### src/core/irq_output_pkg.sv
// Constants for the interrupt output control block.
// Assumes a 32-bit AXI4-Lite register bus and a 250 MHz clock.
package irq_output_pkg;

	// ****************************************
	// Register map
	// ****************************************
	localparam logic [7:0]  pin_config_addr   = 8'h54;  // Interrupt pin configuration
	localparam logic [7:0]  source_enable_addr = 8'h58; // Source enable word
	localparam logic [7:0]  source_status_addr = 8'h5c; // Raw source levels, read only
	localparam logic [31:0] pin_config_reset  = 32'h00000000;

	// ****************************************
	// Field positions in the configuration word
	// ****************************************
	localparam int interval_msb  = 31;  // Hold-off interval field, top
	localparam int interval_lsb  = 24;  // Hold-off interval field, bottom
	localparam int restart_bit   = 14;  // Self-clearing restart command
	localparam int active_bit    = 13;  // Hold-off running
	localparam int master_bit    = 12;  // Internal request
	localparam int gate_bit      = 8;   // Output gate
	localparam int polarity_bit  = 4;   // Push-pull level
	localparam int buffer_bit    = 0;   // 1 push-pull, 0 open-drain

	// ****************************************
	// Timing
	// ****************************************
	localparam int clock_mhz     = 250;  // Clock rate in MHz
	localparam int step_us       = 10;   // One interval unit in microseconds
	localparam int step_cycles   = step_us * clock_mhz;  // Cycles per unit

	// ****************************************
	// Bus answers
	// ****************************************
	localparam logic [1:0] resp_okay   = 2'h0;
	localparam logic [1:0] resp_slverr = 2'h2;

endpackage : irq_output_pkg

### src/core/holdoff_tick.sv
// Divider that pulses once per hold-off unit.
// Assumes one clock domain; restart realigns the unit boundary.
`timescale 1ns/1ns
module holdoff_tick
	import irq_output_pkg::*;
#(
	parameter int step_count = step_cycles
) (
	input  wire logic aclk,
	input  wire logic aresetn,
	input  wire logic restart,
	output logic      tick
);

	// Elaboration check on the divider length
	if (step_count < 2 || step_count > 65536) begin : g_bad
		$error("step_count must be 2 to 65536");
	end

	typedef struct packed {
		logic [15:0] count;  // Cycles left in this unit
		logic        tick;   // Unit boundary pulse
	} tick_state_t;

	tick_state_t state_ff;
	tick_state_t nxt_state;

	// ****************************************
	// Divider
	// ****************************************
	// Count down, pulse at zero, reload
	always_comb begin
		nxt_state = state_ff;
		nxt_state.tick = 1'b0;
		if (restart) begin
			nxt_state.count = 16'(step_count - 1);
		end else if (state_ff.count == 16'h0000) begin
			nxt_state.count = 16'(step_count - 1);
			nxt_state.tick = 1'b1;
		end else begin
			nxt_state.count = state_ff.count - 16'h0001;
		end
	end

	// Register the state
	always_ff @(posedge aclk) begin
		if (!aresetn) begin
			state_ff <= '0;
		end else begin
			state_ff <= nxt_state;
		end
	end

	assign tick = state_ff.tick;

endmodule : holdoff_tick

### src/core/irq_output_control.sv
// Interrupt output stage: merges sources, hold-off interval, pin driver.
// Assumes AXI4-Lite master on aclk; sources are same-clock levels.
//
// What this block does
// - Eight-bit hold-off field counts ten microsecond steps
// - Zero field stops hold-off, releases pending requests
// - New nonzero interval applies to later interrupts
// - Power event bypasses the hold-off interval
// - Restart bit begins fresh interval, clears itself
// - Active bit shows interval running, pin withheld
// - Master bit shows enabled sources, ignores gate
// - Gate low keeps pin deasserted, status untouched
// - Polarity picks push-pull active level
// - Buffer bit picks open-drain or push-pull driver
//
// Decided for this implementation: register access over AXI4-Lite.
`timescale 1ns/1ns
module irq_output_control
	import irq_output_pkg::*;
#(
	parameter int num_sources = 8,            // Ordinary interrupt sources
	parameter int step_count  = step_cycles   // Cycles per hold-off unit
) (
	input  wire logic                   aclk,
	input  wire logic                   aresetn,
	// AXI4-Lite slave
	input  wire logic [7:0]             s_axi_awaddr,
	input  wire logic                   s_axi_awvalid,
	output logic                        s_axi_awready,
	input  wire logic [31:0]            s_axi_wdata,
	input  wire logic [3:0]             s_axi_wstrb,
	input  wire logic                   s_axi_wvalid,
	output logic                        s_axi_wready,
	output logic [1:0]                  s_axi_bresp,
	output logic                        s_axi_bvalid,
	input  wire logic                   s_axi_bready,
	input  wire logic [7:0]             s_axi_araddr,
	input  wire logic                   s_axi_arvalid,
	output logic                        s_axi_arready,
	output logic [31:0]                 s_axi_rdata,
	output logic [1:0]                  s_axi_rresp,
	output logic                        s_axi_rvalid,
	input  wire logic                   s_axi_rready,
	// Interrupt sources
	input  wire logic [num_sources-1:0] irq_sources,
	input  wire logic                   power_event,
	// Interrupt pin as two signals
	output logic                        irq_pin_out,
	output logic                        irq_pin_oe
);

	// Elaboration check on the source count
	if (num_sources < 1 || num_sources > 31) begin : g_bad
		$error("num_sources must be 1 to 31");
	end

	// Divider length must fit the sixteen-bit unit counter
	if (step_count < 2 || step_count > 65536) begin : g_bad_step
		$error("step_count must be 2 to 65536");
	end

	// ****************************************
	// State
	// ****************************************
	typedef struct packed {
		logic                   aw_held;    // Write address captured
		logic [7:0]             aw_addr;    // Captured write address
		logic                   w_held;     // Write data captured
		logic [31:0]            w_data;     // Captured write data
		logic [3:0]             w_strb;     // Captured strobes
		logic                   bvalid;     // Write answer pending
		logic [1:0]             bresp;      // Write answer code
		logic                   rvalid;     // Read answer pending
		logic [31:0]            rdata;      // Read answer data
		logic [1:0]             rresp;      // Read answer code
		logic [7:0]             interval;   // Hold-off length in units
		logic                   gate;       // Output gate
		logic                   polarity;   // Push-pull level
		logic                   push_pull;  // Driver type
		logic [num_sources:0]   enable;     // Enables, top bit is power event
		logic [7:0]             remaining;  // Units left in interval
		logic                   active;     // Interval running
		logic                   asserted;   // Pin currently asserted
		logic                   pin_out;    // Pin output level
		logic                   pin_oe;     // Pin output enable
		logic                   aw_ready;   // Address channel free
		logic                   w_ready;    // Data channel free
		logic                   ar_ready;   // Read channel free
	} ctrl_state_t;

	ctrl_state_t state_ff;
	ctrl_state_t nxt_state;

	logic tick;       // One hold-off unit elapsed
	logic restart;    // Realign the unit divider

	// Apply byte strobes to a 32-bit word
	function automatic logic [31:0] merge_bytes(input logic [31:0] old_w,
		input logic [31:0] new_w, input logic [3:0] strb);
		logic [31:0] res;
		res = old_w;
		for (int i = 0; i < 4; i++) begin
			if (strb[i]) begin
				res[i*8 +: 8] = new_w[i*8 +: 8];
			end
		end
		return res;
	endfunction : merge_bytes

	// Hold-off field of a configuration word
	function automatic logic [7:0] interval_field(input logic [31:0] word);
		return word[interval_msb:interval_lsb];
	endfunction : interval_field

	// ****************************************
	// Unit divider
	// ****************************************
	holdoff_tick #(
		.step_count (step_count)
	) u_tick (
		.aclk    (aclk),
		.aresetn (aresetn),
		.restart (restart),
		.tick    (tick)
	);

	// ****************************************
	// Request merge
	// ****************************************
	logic                 power_req;    // Enabled power event
	logic                 normal_req;   // Enabled ordinary sources
	logic                 master_req;   // Internal request line
	logic [31:0]          config_word;  // Configuration readback
	logic                 wr_fire;      // Write happens this cycle
	logic                 cfg_write;    // Write to configuration
	logic [31:0]          cfg_new;      // Merged configuration value
	logic                 restart_cmd;  // Restart bit written one
	logic                 zero_write;   // Interval field written zero

	// Merge enabled sources and build the readback word
	// Master request ignores the gate and the interval
	always_comb begin
		power_req   = power_event & state_ff.enable[num_sources];
		normal_req  = |(irq_sources & state_ff.enable[num_sources-1:0]);
		master_req  = power_req | normal_req;
		config_word = '0;
		config_word[interval_msb:interval_lsb] = state_ff.interval;
		config_word[active_bit]   = state_ff.active;
		config_word[master_bit]   = master_req;
		config_word[gate_bit]     = state_ff.gate;
		config_word[polarity_bit] = state_ff.polarity;
		config_word[buffer_bit]   = state_ff.push_pull;
	end

	// Write decode; restart reads back zero so it is self-clearing
	always_comb begin
		wr_fire     = state_ff.aw_held & state_ff.w_held & ~state_ff.bvalid;
		cfg_write   = wr_fire && (state_ff.aw_addr == pin_config_addr);
		cfg_new     = merge_bytes(config_word, state_ff.w_data, state_ff.w_strb);
		restart_cmd = cfg_write && state_ff.w_strb[1] && state_ff.w_data[restart_bit];
		zero_write  = cfg_write && state_ff.w_strb[3] &&
			(interval_field(state_ff.w_data) == 8'h00);
		// Divider held while idle so the first unit is whole
		restart     = restart_cmd | (~state_ff.active);
	end

	// ****************************************
	// Next state
	// ****************************************
	always_comb begin
		logic pin_on;
		logic start_iv;
		logic [7:0] length;
		pin_on   = 1'b0;
		start_iv = 1'b0;
		length   = state_ff.interval;
		nxt_state = state_ff;

		// Address and data channels, taken in either order
		// A channel refuses new items until the held write is committed
		if (s_axi_awvalid && !state_ff.aw_held) begin
			nxt_state.aw_held = 1'b1;
			nxt_state.aw_addr = s_axi_awaddr;
		end
		if (s_axi_wvalid && !state_ff.w_held) begin
			nxt_state.w_held = 1'b1;
			nxt_state.w_data = s_axi_wdata;
			nxt_state.w_strb = s_axi_wstrb;
		end

		// Register writes
		if (wr_fire) begin
			nxt_state.aw_held = 1'b0;
			nxt_state.w_held  = 1'b0;
			nxt_state.bvalid  = 1'b1;
			nxt_state.bresp   = resp_okay;
			if (cfg_write) begin
				nxt_state.interval  = interval_field(cfg_new);
				nxt_state.gate      = cfg_new[gate_bit];
				nxt_state.polarity  = cfg_new[polarity_bit];
				nxt_state.push_pull = cfg_new[buffer_bit];
				length              = interval_field(cfg_new);
			end else if (state_ff.aw_addr == source_enable_addr) begin
				nxt_state.enable = (num_sources+1)'(merge_bytes(
					32'(state_ff.enable), state_ff.w_data, state_ff.w_strb));
			end else if (state_ff.aw_addr != source_status_addr) begin
				nxt_state.bresp = resp_slverr;  // Unmapped address
			end
		end
		if (state_ff.bvalid && s_axi_bready) begin
			nxt_state.bvalid = 1'b0;
		end

		// Reads
		// Raw status and master bit are sampled at the address edge
		if (s_axi_arvalid && !state_ff.rvalid) begin
			nxt_state.rvalid = 1'b1;
			nxt_state.rresp  = resp_okay;
			case (s_axi_araddr)
				pin_config_addr:    nxt_state.rdata = config_word;
				source_enable_addr: nxt_state.rdata = 32'(state_ff.enable);
				source_status_addr: nxt_state.rdata = 32'({power_event, irq_sources});
				default: begin
					nxt_state.rdata = '0;
					nxt_state.rresp = resp_slverr;
				end
			endcase
		end
		if (state_ff.rvalid && s_axi_rready) begin
			nxt_state.rvalid = 1'b0;
		end

		// Hold-off countdown, one unit per tick
		// The last tick of the interval releases withheld requests
		if (state_ff.active && tick) begin
			if (state_ff.remaining <= 8'h01) begin
				nxt_state.active    = 1'b0;
				nxt_state.remaining = 8'h00;
			end else begin
				nxt_state.remaining = state_ff.remaining - 8'h01;
			end
		end

		// Pin assertion: gated, withheld during interval except power event
		// Power event ignores the interval but still obeys the gate
		pin_on = state_ff.gate &&
			((normal_req && !state_ff.active) || power_req);
		nxt_state.asserted = pin_on;

		// Interval starts when the pin drops after being asserted
		start_iv = (state_ff.asserted && !pin_on) || restart_cmd;
		if (start_iv && length != 8'h00) begin
			nxt_state.active    = 1'b1;
			nxt_state.remaining = length;
		end
		// Zero wins over a restart in the same write
		if (zero_write) begin
			nxt_state.active    = 1'b0;
			nxt_state.remaining = 8'h00;
		end

		// Driver: open-drain is always active low
		// Open-drain never drives high, so a wired-OR line never fights
		if (state_ff.push_pull) begin
			nxt_state.pin_oe  = 1'b1;
			nxt_state.pin_out = pin_on ~^ state_ff.polarity;
		end else begin
			nxt_state.pin_oe  = pin_on;
			nxt_state.pin_out = 1'b0;
		end

		// Write channel readies follow the held flags, read ready follows the read answer, registered like every output
		nxt_state.aw_ready = ~nxt_state.aw_held;
		nxt_state.w_ready  = ~nxt_state.w_held;
		nxt_state.ar_ready = ~nxt_state.rvalid;
	end

	// Register the state
	always_ff @(posedge aclk) begin
		if (!aresetn) begin
			state_ff           <= '0;
			state_ff.interval  <= pin_config_reset[interval_msb:interval_lsb];
			state_ff.pin_oe    <= 1'b0;
			state_ff.aw_ready  <= 1'b1;  // Ready high during and after reset
			state_ff.w_ready   <= 1'b1;
			state_ff.ar_ready  <= 1'b1;
		end else begin
			state_ff <= nxt_state;
		end
	end

	// ****************************************
	// Outputs
	// ****************************************
	// Every output is read straight from a state flop
	assign s_axi_awready = state_ff.aw_ready;
	assign s_axi_wready  = state_ff.w_ready;
	assign s_axi_bvalid  = state_ff.bvalid;
	assign s_axi_bresp   = state_ff.bresp;
	assign s_axi_arready = state_ff.ar_ready;
	assign s_axi_rvalid  = state_ff.rvalid;
	assign s_axi_rdata   = state_ff.rdata;
	assign s_axi_rresp   = state_ff.rresp;
	assign irq_pin_out   = state_ff.pin_out;
	assign irq_pin_oe    = state_ff.pin_oe;

endmodule : irq_output_control

### config.mk
export PLATFORM = sky130hd
export DESIGN_NAME = irq_output_control
export DESIGN_NICKNAME = d
export VERILOG_FILES = /design/src/core/irq_output_pkg.sv /design/src/core/holdoff_tick.sv /design/src/core/irq_output_control.sv
export SDC_FILE = /design/constraint.sdc
export NUM_CORES = 1
export LEC_CHECK = 0
export ABC_AREA = 1
export BUFFER_PORTS_ARGS = -buffer_cell sky130_fd_sc_hd__buf_2
export CORE_MARGIN = 4
export CORE_UTILIZATION = 25
export DETAILED_ROUTE_END_ITERATION = 10
export MAX_ROUTING_LAYER = met4
export SLEW_MARGIN = 20
export SYNTH_ARGS = -nofsm -noshare
export SYNTH_HDL_FRONTEND = slang
export SYNTH_SLANG_ARGS = --single-unit
### constraint.sdc
create_clock -name aclk -period 4.4 [get_ports aclk]
set_input_delay 0.22 -clock aclk [delete_from_list [all_inputs] [get_ports aclk]]
set_output_delay 0.22 -clock aclk [all_outputs]
set_load 0.1 [all_outputs]
==> summary.txt, run 1 <==
Setup path
  • Critical Path Max Stage Delay: about 0.37 ns
  • Crit path max fanout: 10
  • Critical R2R Capture: u_tick.state_ff[6]$_SDFF_PP0_
  • Critical Path AT: between 2 and 2.5 ns
  • Worst Reg-to-Reg Cells: 11
  • Worst setup path start: u_tick.state_ff[1]$_SDFF_PN0_
  • Critical setup path kind: flop to flop
  • Crit path launch type: flop
  • Worst path slowest cell: dfxtp_1
  • CP Data Required Time: between 4 and 5 ns
  • Crit end category: flop
  • Crit path cell chain: inv_1 -> ha_1 -> nand2_1 -> nor2_1 -> nand3_1 -> nor2_1 -> nand4_1 -> nor2_1 -> a31oi_1 -> nand2_1 -> a21oi_1
  • R2R Setup Slk: 2.24 ns
  • Crit path top cell by count: nor2_1
  • R2r startpoint: u_tick.state_ff[1]$_SDFF_PN0_
  • Setup crit end: u_tick.state_ff[6]$_SDFF_PP0_

Timing
  • Worst Slack Setup Final: approximately 2.2 ns
  • Rel. slew slack: 0.5056
  • Fin crit share: 0.4907
  • Clk_skew: 0.007162 ns
  • RSZ-0062 raised after global routing: false
  • Final Max Slew Viols: 0
  • Final setup violation count: 0
  • Min Clock Period, post-route: 2.159 ns
  • FMAX: ~460 MHz
  • Hold Vio Cnt, Final: 0
  • Worst-Margin Slew: 0.7408 ns
  • Fin Setup TNS: 0 ns

Yosys
  • Mapped Cells: approximately 710
  • Yosys reg bits: around 110
  • Main flop type after synthesis: dfxtp_1
  • Sequential-to-total area share from yosys stat: 0.4286
  • Count leader, synth: nand2_1
  • EDFF count, synth: 0
  • Synth top cells by count: 126 x nand2_1, 106 x dfxtp_1, 99 x nor2_1
  • Top cells by area, synth: dfxtp_1 43%, nand2_1 9.6%, nor2_1 7.5%, o21ai_0 6.5%, a21oi_1 6.4%
  • Count of cell types in the netlist: 39
  • Async set or reset register ratio after synthesis: 0
  • Synth Area per Inst: 7.023 sq um
  • Synth area leader: dfxtp_1
  • Post-Syn Area: a little under 5000 sq um
  • Synth top area share: 0.4286
  • Synth Warn #: 0

Final layout
  • Diodes inserted: 0
  • Filler Cells Inserted: about 2200
  • Final #Nets: between 800 and 900
  • Area delta synth->final: 14.13%
  • Layout cells sized above 1: 0.1474

GRT
  • Global route overflow: 0
  • GRT Total Usage: 0.1144
  • Initial antenna violation count: 0
  • Number of global-route vias before repair: approximately 4000
  • Largest net degree at the start of global routing: 49
  • First-pass GRT wire length: between 15000 and 20000 um

Clock network
  • Root Driver: clkbuf_16
  • Post-CTS Hold Fix Bufs: 0
  • Clk Latency, worst-skew pair: approximately 0.35 ns
  • CTS Sinks: 106
  • H-tree lvl count: 3
  • Setup bufs post-CTS: 0
  • Number of gates resized after cts: 0
  • CTS max path bufs: 2
  • Clock slew seen by the registers of the worst setup and hold paths: 0.07 ns
  • Num CTS Buffers: 9
  • CTS tree: yes

Worst hold path
  • Min-Delay Path Class: input port to flop

Die
  • Starting Density: 0.2544
  • Die ar.: between 20000 and 25000 sq um
  • Core area: between 15000 and 20000 sq um
  • I/O pins: 111
  • Die Span X: approximately 150 um
  • DIE HEIGHT: about 150 um
  • Core Rows: 51

Placed design
  • PortBufs: 80
  • DP HPWL: between 9000 and 10000 um
  • RD Place Congestion: between 0.8 and 0.9
  • DP Worst Slack: 2.199 ns

Routing
  • Final ANT Viol Nets: 0
  • Starting DRC count in detailed routing: about 170
  • Vias per Instance: between 4 and 5
  • Residual DRC: 0
  • Vias: roughly 4300
  • Pre-Repair DR Iteration Count: 4
  • Routed len/inst: between 10 and 15 um
  • WL final: approximately 12000 um

Power and ir drop
  • PwrDens: around 350 nW/um^2
  • Leakage Power: between 2 and 2.5 nW
  • Maximum vdd ir drop: between 0.0002 and 0.00025 V

Outcome
  • Outcome: complete, no violations

Flow run
  • Max Cap Viol: 0
power by group:
part | total (W) | switching [W] | internal (W)
logic | 0.000227 | 0.000176 | 0.0000505
clock network | 0.000717 | 0.000337 | 0.000379
registers | 0.00101 | 0.0000214 | 0.000991
total | 0.00196 | 0.000535 | 0.00142
cells by family after synthesis:
kind of cell,Yosys count,synth area share
simple gates,300,0.2578
buf+inv,147,0.1415
compound gates,142,0.1532
flops,106,0.4286
xor+xnor,6,0.01061
fa+ha+maj,3,0.007582
other cells,1,0.0007574
per-layer routing:
metal / up-vias / global-route usage / part of all wire
li1: 2309 / - / -
met1: 1914 / 0.1548 / 0.51
met2: 84 / 0.1689 / 0.44
met3: 7 / 0.02468 / 0.042
met4: 0 / 0.04065 / 0.012
met5: - / - / 0
placed cells by master, fill, tap and decap left out, drive strengths merged, types with 5 or more instances in the layout:
| cell type | n |
|---|---|
| o21ai | 65 |
| nand2 | 128 |
| a21oi | 63 |
| clkinv | 5 |
| conb | 15 |
| nand4 | 5 |
| buf | 83 |
| dfxtp | 106 |
| nand3 | 52 |
| xor2 | 5 |
| inv | 87 |
| clkbuf | 12 |
| nor2 | 102 |
sequential cells by signal (all words and copies together), names as in the netlist:
signal and count:
s_axi_bresp 1, s_axi_bvalid 1, state_ff 49, s_axi_wready 1, irq_pin_oe 1, s_axi_rdata 19
u_tick.state_ff 16, s_axi_rvalid 1, s_axi_arready 1, config_word 12, irq_pin_out 1, u_tick.tick 1
s_axi_rresp 1, s_axi_awready 1
worst min-delay path by stage:
stage | from | to | cells after the start
2_1_floorplan | s_axi_awvalid | s_axi_awready$_SDFF_PN1_ | 1
3_3_place_gp | u_tick.state_ff[16]$_SDFF_PP0_ | u_tick.tick$_SDFF_PP0_ | 1
3_5_place_dp | u_tick.state_ff[16]$_SDFF_PP0_ | u_tick.tick$_SDFF_PP0_ | 1
4_1_cts | s_axi_wdata[27] | state_ff[104]$_SDFFE_PN0P_ | 3
5_1_grt | s_axi_awaddr[6] | state_ff[116]$_SDFFE_PN0P_ | 3
6_report | s_axi_wdata[27] | state_ff[104]$_SDFFE_PN0P_ | 3
critical path, delay by kind of cell, from the launching register on:
family | cells | cell delay, ns
compound gates | 2 | 0.52
fa+ha+maj | 1 | 0.20
buf+inv | 1 | 0.06
flops | 1 | 0.37
simple gates | 7 | 0.93
per-stage QoR:
stage / power, W / hold slack (ns) / instances / util / area [sq um]
after floorplan: 0.001219 / 0.3501 / 719 / - / 5004
final: 0.001956 / 0.09614 / 1025 / 0.2903 / 5650
after global placement: 0.001261 / 0.4342 / 1010 / 0.2773 / 5396
after CTS: 0.001988 / 0.08056 / 1025 / 0.2903 / 5650
after global routing: 0.002052 / 0.09338 / 1025 / 0.2903 / 5650
after detailed placement: 0.001262 / 0.4341 / 1010 / 0.2773 / 5396
area by class of cell:
| class | instances | area, sq um | area share |
|---|---|---|---|
| Inverter | 90 | 339.1 | 0.06001 |
| Multi-Input combinational cell | 466 | 2181 | 0.3860 |
| Timing Repair Buffer | 83 | 422.9 | 0.07485 |
| Sequential cell | 106 | 2122 | 0.3756 |
| Clock inverter | 3 | 17.52 | 0.003100 |
| Clock buffer | 12 | 236.5 | 0.04185 |
| Tap cell | 265 | 331.6 | 0.05868 |
No activity file was read; power rests on OpenSTA's default activity.
==> inputs of run 2 (changes only) <==
clock period = 2.23 ns   (was 4.4 ns; I/O delays follow)
==> summary.txt, run 2 (same netlist as run 1, synthesis figures left out) <==
Setup path
  • Worst path depth: 8 (-3)
  • Worst path slowest cell: dfxtp_1
  • Critical setup path kind: flop to flop
  • Crit path launch type: flop
  • Critical Path AT: 2.27 ns (-0.16 ns)
  • CP Data Required Time: 2.51 ns (-2.16 ns)
  • Worst Reg-to-Reg Cells: 8 (-3)
  • Crit path max fanout: 18 (+8)
  • Critical path buffers and inverters: 0 (-1)
  • Crit path max-delay family: compound AO/OA/AOI/OAI gates
  • Crit end category: flop
  • Critical Path Max Stage Delay: 0.64 ns (+0.27 ns)
  • Crit path cell chain: o21ai_0 -> nand3_1 -> nand2_1 -> nor2_1 -> nand2_1 -> o21ai_4 -> nand3_1 -> a21oi_1

Routing
  • Starting DRC count in detailed routing: 236 (+42%)
  • Vias per Instance: 4.174 (-0.82%)
  • Routed len/inst: 11.44 um (-2.5%)
  • WL final: 12000 um (-0.18%)
  • Vias: 4379 (+1.5%)
  • Residual DRC: 0 (unchanged)
  • Final ANT Viol Nets: 0 (unchanged)
  • Pre-Repair DR Iteration Count: 4 (unchanged)

Final layout
  • Area delta synth->final: 19.31%
  • Layout cells sized above 1: 0.1543 (+0.006968)
  • Filler Cells Inserted: 2141 (-1.4%)
  • Most common cell after layout, fill and taps aside: nand2_1
  • Final Cell Area: 5907 sq um (+4.5%)
  • Multi-input gate area in the final layout: 2181 sq um (unchanged)
  • Reg area: 2123 sq um (about the same)
  • Commonest cells after routing, fill and taps aside: 126 x nand2_1, 105 x dfxtp_1, 99 x nor2_1, 84 x inv_1, 80 x buf_2
  • Number of flip-flops in the largest register: 49 (unchanged)
  • Final #Nets: 850 (+2.8%)
  • Diodes inserted: 0 (unchanged)
  • Top reg by flops: state_ff

Timing
  • Hold Vio Cnt, Final: 1 (+1)
  • Final Max Slew Viols: 0 (unchanged)
  • Clk_skew: 0.009727 ns (+0.002565 ns)
  • Worst-Margin Slew: 0.7223 ns (-0.01852 ns)
  • FMAX: 503.1 MHz (+8.6%)
  • Fin Setup TNS: 0 ns (unchanged)
  • Fin crit share: 0.8913 (+0.4006)
  • Rel. slew slack: 0.5180 (+0.01236)
  • Min Clock Period, post-route: 1.988 ns (-0.1713 ns)
  • Final setup violation count: 0 (unchanged)
  • Worst hold margin: -0.0001124 ns (-0.09625 ns)
  • RSZ-0062 raised after global routing: false

Worst hold path
  • Min-Delay Path Class: input port to flop
  • WHS Path Cells: 3 (unchanged)

Die
  • Die ar.: 22120 sq um (unchanged)
  • Core area: 19460 sq um (unchanged)
  • Die Span X: 148.7 um (unchanged)
  • DIE HEIGHT: 148.7 um (unchanged)
  • I/O pins: 111 (unchanged)
  • Starting Density: 0.2544 (unchanged)
  • Core Rows: 51 (unchanged)

Flow run
  • Max Cap Viol: 0 (unchanged)

Placed design
  • PortBufs: 80 (unchanged)
  • DP Area: 5428 sq um (+0.58%)
  • RD Place Congestion: 0.8407 (-3.4%)
  • DP HPWL: 9048 um (-0.48%)

Clock network
  • Num CTS Buffers: 9 (unchanged)
  • Clk Latency, worst-skew pair: 0.35 ns (about the same)
  • CTS tree: yes
  • Setup bufs post-CTS: 0 (unchanged)
  • H-tree lvl count: 3 (unchanged)
  • Root Driver: clkbuf_16
  • Clock slew seen by the registers of the worst setup and hold paths: 0.07 ns (about the same)
  • CTS Sinks: 106 (unchanged)
  • CTS max path bufs: 2 (unchanged)
  • Number of gates resized after cts: 0 (unchanged)

GRT
  • GRT Total Usage: 0.1133 (-0.001137)
  • First-pass GRT wire length: 19580 um (-0.24%)
  • Number of global-route vias before repair: 3992 (-0.30%)
  • Global route overflow: 0 (unchanged)
  • Largest net degree at the start of global routing: 35 (-29%)
  • Initial antenna violation count: 0 (unchanged)

Power and ir drop
  • Leakage Power: 2.480 nW (+5.3%)
  • Maximum vdd ir drop: 0.0004042 V (+99%)
  • PwrDens: 677.3 nW/um^2 (+96%)

Outcome
  • Outcome: complete, but fails checks
  • Failing checks: hold timing
[run 2: worst paths after layout]
kind / startpoint / slack, ns / to
worst min register to register: state_ff[117]$_SDFFE_PN0P_ / 0.46 / state_ff[117]$_SDFFE_PN0P_
worst max register to register: state_ff[76]$_SDFFE_PN0P_ / 0.24 / state_ff[9]$_SDFFE_PP0P_
worst max-delay path: state_ff[76]$_SDFFE_PN0P_ / 0.24 / state_ff[9]$_SDFFE_PP0P_
worst min-delay path: s_axi_wdata[0] / -0.0001 / state_ff[77]$_SDFFE_PN0P_
[run 2: cell type report]
| cell class | count | area share |
|---|---|---|
| timing repair buffer | 106 | 0.1089 |
| multi-input combinational | 466 | 0.3692 |
| inverter | 90 | 0.05740 |
| tap | 265 | 0.05613 |
| clock buffer | 11 | 0.04279 |
| clock inverter | 5 | 0.006143 |
| sequential | 106 | 0.3595 |
[run 2: routing by layer]
| layer | vias up | routed length (um) | track usage |
|---|---|---|---|
| met1 | 1935 | 6242 | 0.1580 |
| met2 | 75 | 5169 | 0.1669 |
| li1 | 2360 | - | - |
| met5 | - | 0 | - |
| met4 | 0 | 118 | 0.02725 |
| met3 | 9 | 466 | 0.02590 |
[run 2: power by group]
group	switching [W]	internal, W
Sequential	0.0000421	0.00195
Clock	0.000703	0.000825
Combinational	0.000353	0.000123
Total	0.00110	0.00290
[run 2: stage by stage]
step | worst slack, ns | total power, W | util | std cells
floorplan | 0.2391 | 0.002404 | - | 719
global placement | 0.3290 | 0.002489 | 0.2789 | 1014
CTS | 0.2508 | 0.004057 | 0.3035 | 1049
detailed placement | 0.2554 | 0.002493 | 0.2789 | 1014
finish | 0.2425 | 0.004001 | 0.3035 | 1049
global route | 0.0001503 | 0.004189 | 0.3035 | 1049
[run 2: repair_timing]
action,4_1_cts,5_1_grt
hold buffers,19,0
hold endpoints to repair,19,0
endpoints found under the setup margin,0,0
[run 2: tightest hold or removal path, stage by stage]
cell,delay [ns]
buf_2,0.09
nor2_1,0.04
nor2_1,0.08
==> inputs of run 3 (changes only) <==
clock period = 2.15 ns   (was 2.23 ns; I/O delays follow)
==> summary.txt, run 3 (same netlist as run 1, synthesis figures left out) <==
Final layout
  • Top reg by flops: state_ff
  • Most common cell after layout, fill and taps aside: nand2_1
  • Number of flip-flops in the largest register: 49 (unchanged)
  • Layout cells sized above 1: 0.1584 (+0.004092)
  • Final #Nets: 855 (+0.59%)
  • Filler Cells Inserted: 2132 (-0.42%)
  • Area delta synth->final: 20.44%
  • Diodes inserted: 0 (unchanged)
  • Commonest cells after routing, fill and taps aside: 125 x nand2_1, 104 x dfxtp_1, 98 x nor2_1, 84 x inv_1, 80 x buf_2

Setup path
  • CP Data Required Time: 2.38 ns (-0.13 ns)
  • Critical Path Max Stage Delay: 0.33 ns (-0.31 ns)
  • Worst path slowest cell: dfxtp_1
  • Crit path cell chain: inv_1 -> ha_1 -> nand2_1 -> nor2_1 -> nand3_1 -> nor2_1 -> nand4_1 -> nor2_1 -> a31oi_1 -> nand2_2 -> nor2_1
  • R2r startpoint: u_tick.state_ff[1]$_SDFF_PN0_
  • Worst Reg-to-Reg Cells: 11 (+3)
  • Critical setup path kind: flop to flop
  • R2R Setup Slk: 0.30 ns (+0.06 ns)
  • Crit path max fanout: 10 (-8)
  • Crit path launch type: flop
  • Crit end category: flop
  • Critical Path AT: 2.08 ns (-0.19 ns)
  • Critical R2R Capture: u_tick.state_ff[14]$_SDFF_PP0_
  • Crit path top cell by count: nor2_1

Power and ir drop
  • Maximum vdd ir drop: 0.0003698 V (-8.5%)
  • Sequential share of power: 0.501 (+0.002)
  • Comb power frac: 0.121 (+0.002)
  • PwrDens: 692.7 nW/um^2 (+2.3%)
  • Sw frac: 0.2712 (-0.003315)
  • P_sw: 0.001120 W (+2.0%)
  • Clock power frac: 0.378 (-0.004)
  • Leakage Power: 2.497 nW (+0.67%)
  • Internal power: 0.003010 W (+3.7%)

Timing
  • Worst hold margin: 0.01204 ns (+0.01215 ns)
  • Min Clock Period, post-route: 1.849 ns (-0.1382 ns)
  • Fin crit share: 0.8602 (-0.03111)
  • FMAX: 540.7 MHz (+7.5%)
  • Fin Setup TNS: 0 ns (unchanged)
  • Worst-Margin Slew: 0.7123 ns (-0.009955 ns)
  • Final Max Slew Viols: 0 (unchanged)
  • Clk_skew: 0.008721 ns (-0.001006 ns)
  • Rel. slew slack: 0.5246 (+0.006644)
  • Hold Vio Cnt, Final: 0 (-1)
  • Final setup violation count: 0 (unchanged)
  • RSZ-0062 raised after global routing: false

GRT
  • Largest net degree at the start of global routing: 35 (unchanged)
  • Number of global-route vias before repair: 4084 (+2.3%)
  • First-pass GRT wire length: 19880 um (+1.5%)
  • Initial antenna violation count: 0 (unchanged)
  • GRT Total Usage: 0.1152 (+0.001914)
  • Global route overflow: 0 (unchanged)

Routing
  • Residual DRC: 0 (unchanged)
  • Final ANT Viol Nets: 0 (unchanged)
  • WL final: 12080 um (+0.73%)
  • Vias per Instance: 4.169 (-0.13%)
  • Routed len/inst: 11.46 um (+0.25%)
  • Starting DRC count in detailed routing: 198 (-16%)
  • Pre-Repair DR Iteration Count: 6 (+2)
  • Vias: 4394 (+0.34%)

Die
  • Die ar.: 22120 sq um (unchanged)
  • I/O pins: 111 (unchanged)
  • Die Span X: 148.7 um (unchanged)
  • Starting Density: 0.2544 (unchanged)
  • DIE HEIGHT: 148.7 um (unchanged)
  • Core area: 19460 sq um (unchanged)
  • Core Rows: 51 (unchanged)

Placed design
  • DP HPWL: 9119 um (+0.79%)
  • PortBufs: 80 (unchanged)
  • RD Place Congestion: 0.8401 (about the same)

Clock network
  • CTS Sinks: 106 (unchanged)
  • CTS max path bufs: 2 (unchanged)
  • Root Driver: clkbuf_16
  • Num CTS Buffers: 9 (unchanged)
  • Clock slew seen by the registers of the worst setup and hold paths: 0.07 ns (about the same)
  • CTS tree: yes
  • Clk Latency, worst-skew pair: 0.35 ns (about the same)
  • H-tree lvl count: 3 (unchanged)

Worst hold path
  • End point of the worst hold path: state_ff[81]$_SDFFE_PN0P_
  • Hold Startpoint: s_axi_wdata[4]
  • WHS Path Cells: 3 (unchanged)
  • Min-Delay Path Class: input port to flop

Flow run
  • Max Cap Viol: 0 (unchanged)

Outcome
  • Outcome: complete, no violations
## run 3: stage by stage
stage	instances	area (sq um)	util	worst slack [ns]	power, W
2_1_floorplan	719	5005	-	0.1591	0.002494
3_3_place_gp	1016	5443	0.2797	0.2447	0.002582
3_5_place_dp	1016	5443	0.2797	0.2069	0.002586
6_report	1054	5963	0.3064	0.3007	0.004131
5_1_grt	1054	5963	0.3064	0.007574	0.004326
4_1_cts	1053	5937	0.3050	0.1835	0.004194
## run 3: cell type report
cell class | instances | area, sq um | area share
Multi-Input combinational cell | 466 | 2186 | 0.3666
Sequential cell | 106 | 2125 | 0.3563
Timing Repair Buffer | 111 | 698.2 | 0.1171
Inverter | 90 | 339.1 | 0.05686
Tap cell | 265 | 331.6 | 0.05560
Clock buffer | 13 | 260.3 | 0.04364
Clock inverter | 3 | 23.77 | 0.003987
## run 3: how the worst max path moves through the flow
stage	cells past startpoint	start	end
6_report	11	u_tick.state_ff[1]$_SDFF_PN0_	u_tick.state_ff[14]$_SDFF_PP0_
5_1_grt	11	u_tick.state_ff[1]$_SDFF_PN0_	u_tick.state_ff[6]$_SDFF_PP0_
4_1_cts	11	u_tick.state_ff[1]$_SDFF_PN0_	u_tick.state_ff[14]$_SDFF_PP0_
3_5_place_dp	11	u_tick.state_ff[1]$_SDFF_PN0_	u_tick.state_ff[14]$_SDFF_PP0_
3_3_place_gp	9	state_ff[76]$_SDFFE_PN0P_	state_ff[9]$_SDFFE_PP0P_
2_1_floorplan	12	s_axi_bvalid$_SDFFE_PP0N_	state_ff[12]$_SDFFE_PP0P_
## run 3: metal layers
layer / track usage / share of wire
met1: 0.1540 / 0.51
met5: - / 0
met4: 0.03834 / 0.014
met2: 0.1757 / 0.43
met3: 0.02194 / 0.047
## run 3: critical path, delay by kind of cell, from the launching register on
family / cells / cell delay (ns)
buffers and inverters: 1 / 0.06
flip-flops: 1 / 0.33
adder cells (fa/ha/maj): 1 / 0.16
AO/OA/AOI/OAI: 1 / 0.14
AND/OR/NAND/NOR: 8 / 1.05
## run 3: power by group through the flow
| stage | sequential [W] | combinational [W] | clock (W) |
|---|---|---|---|
| 2_1_floorplan | 0.00215 | 0.000345 | 0 |
| 3_5_place_dp | 0.00211 | 0.000471 | 0 |
| 6_report | 0.00207 | 0.000498 | 0.00156 |
| 4_1_cts | 0.00207 | 0.000502 | 0.00162 |
| 5_1_grt | 0.00208 | 0.000548 | 0.00170 |
| 3_3_place_gp | 0.00211 | 0.000468 | 0 |
## run 3: timing repair
item	4_1_cts	5_1_grt
endpoints found under the hold margin	21	0
setup buffers	0	1
hold buffers	21	0
gates resized for setup	0	3
endpoints found under the setup margin	0	18
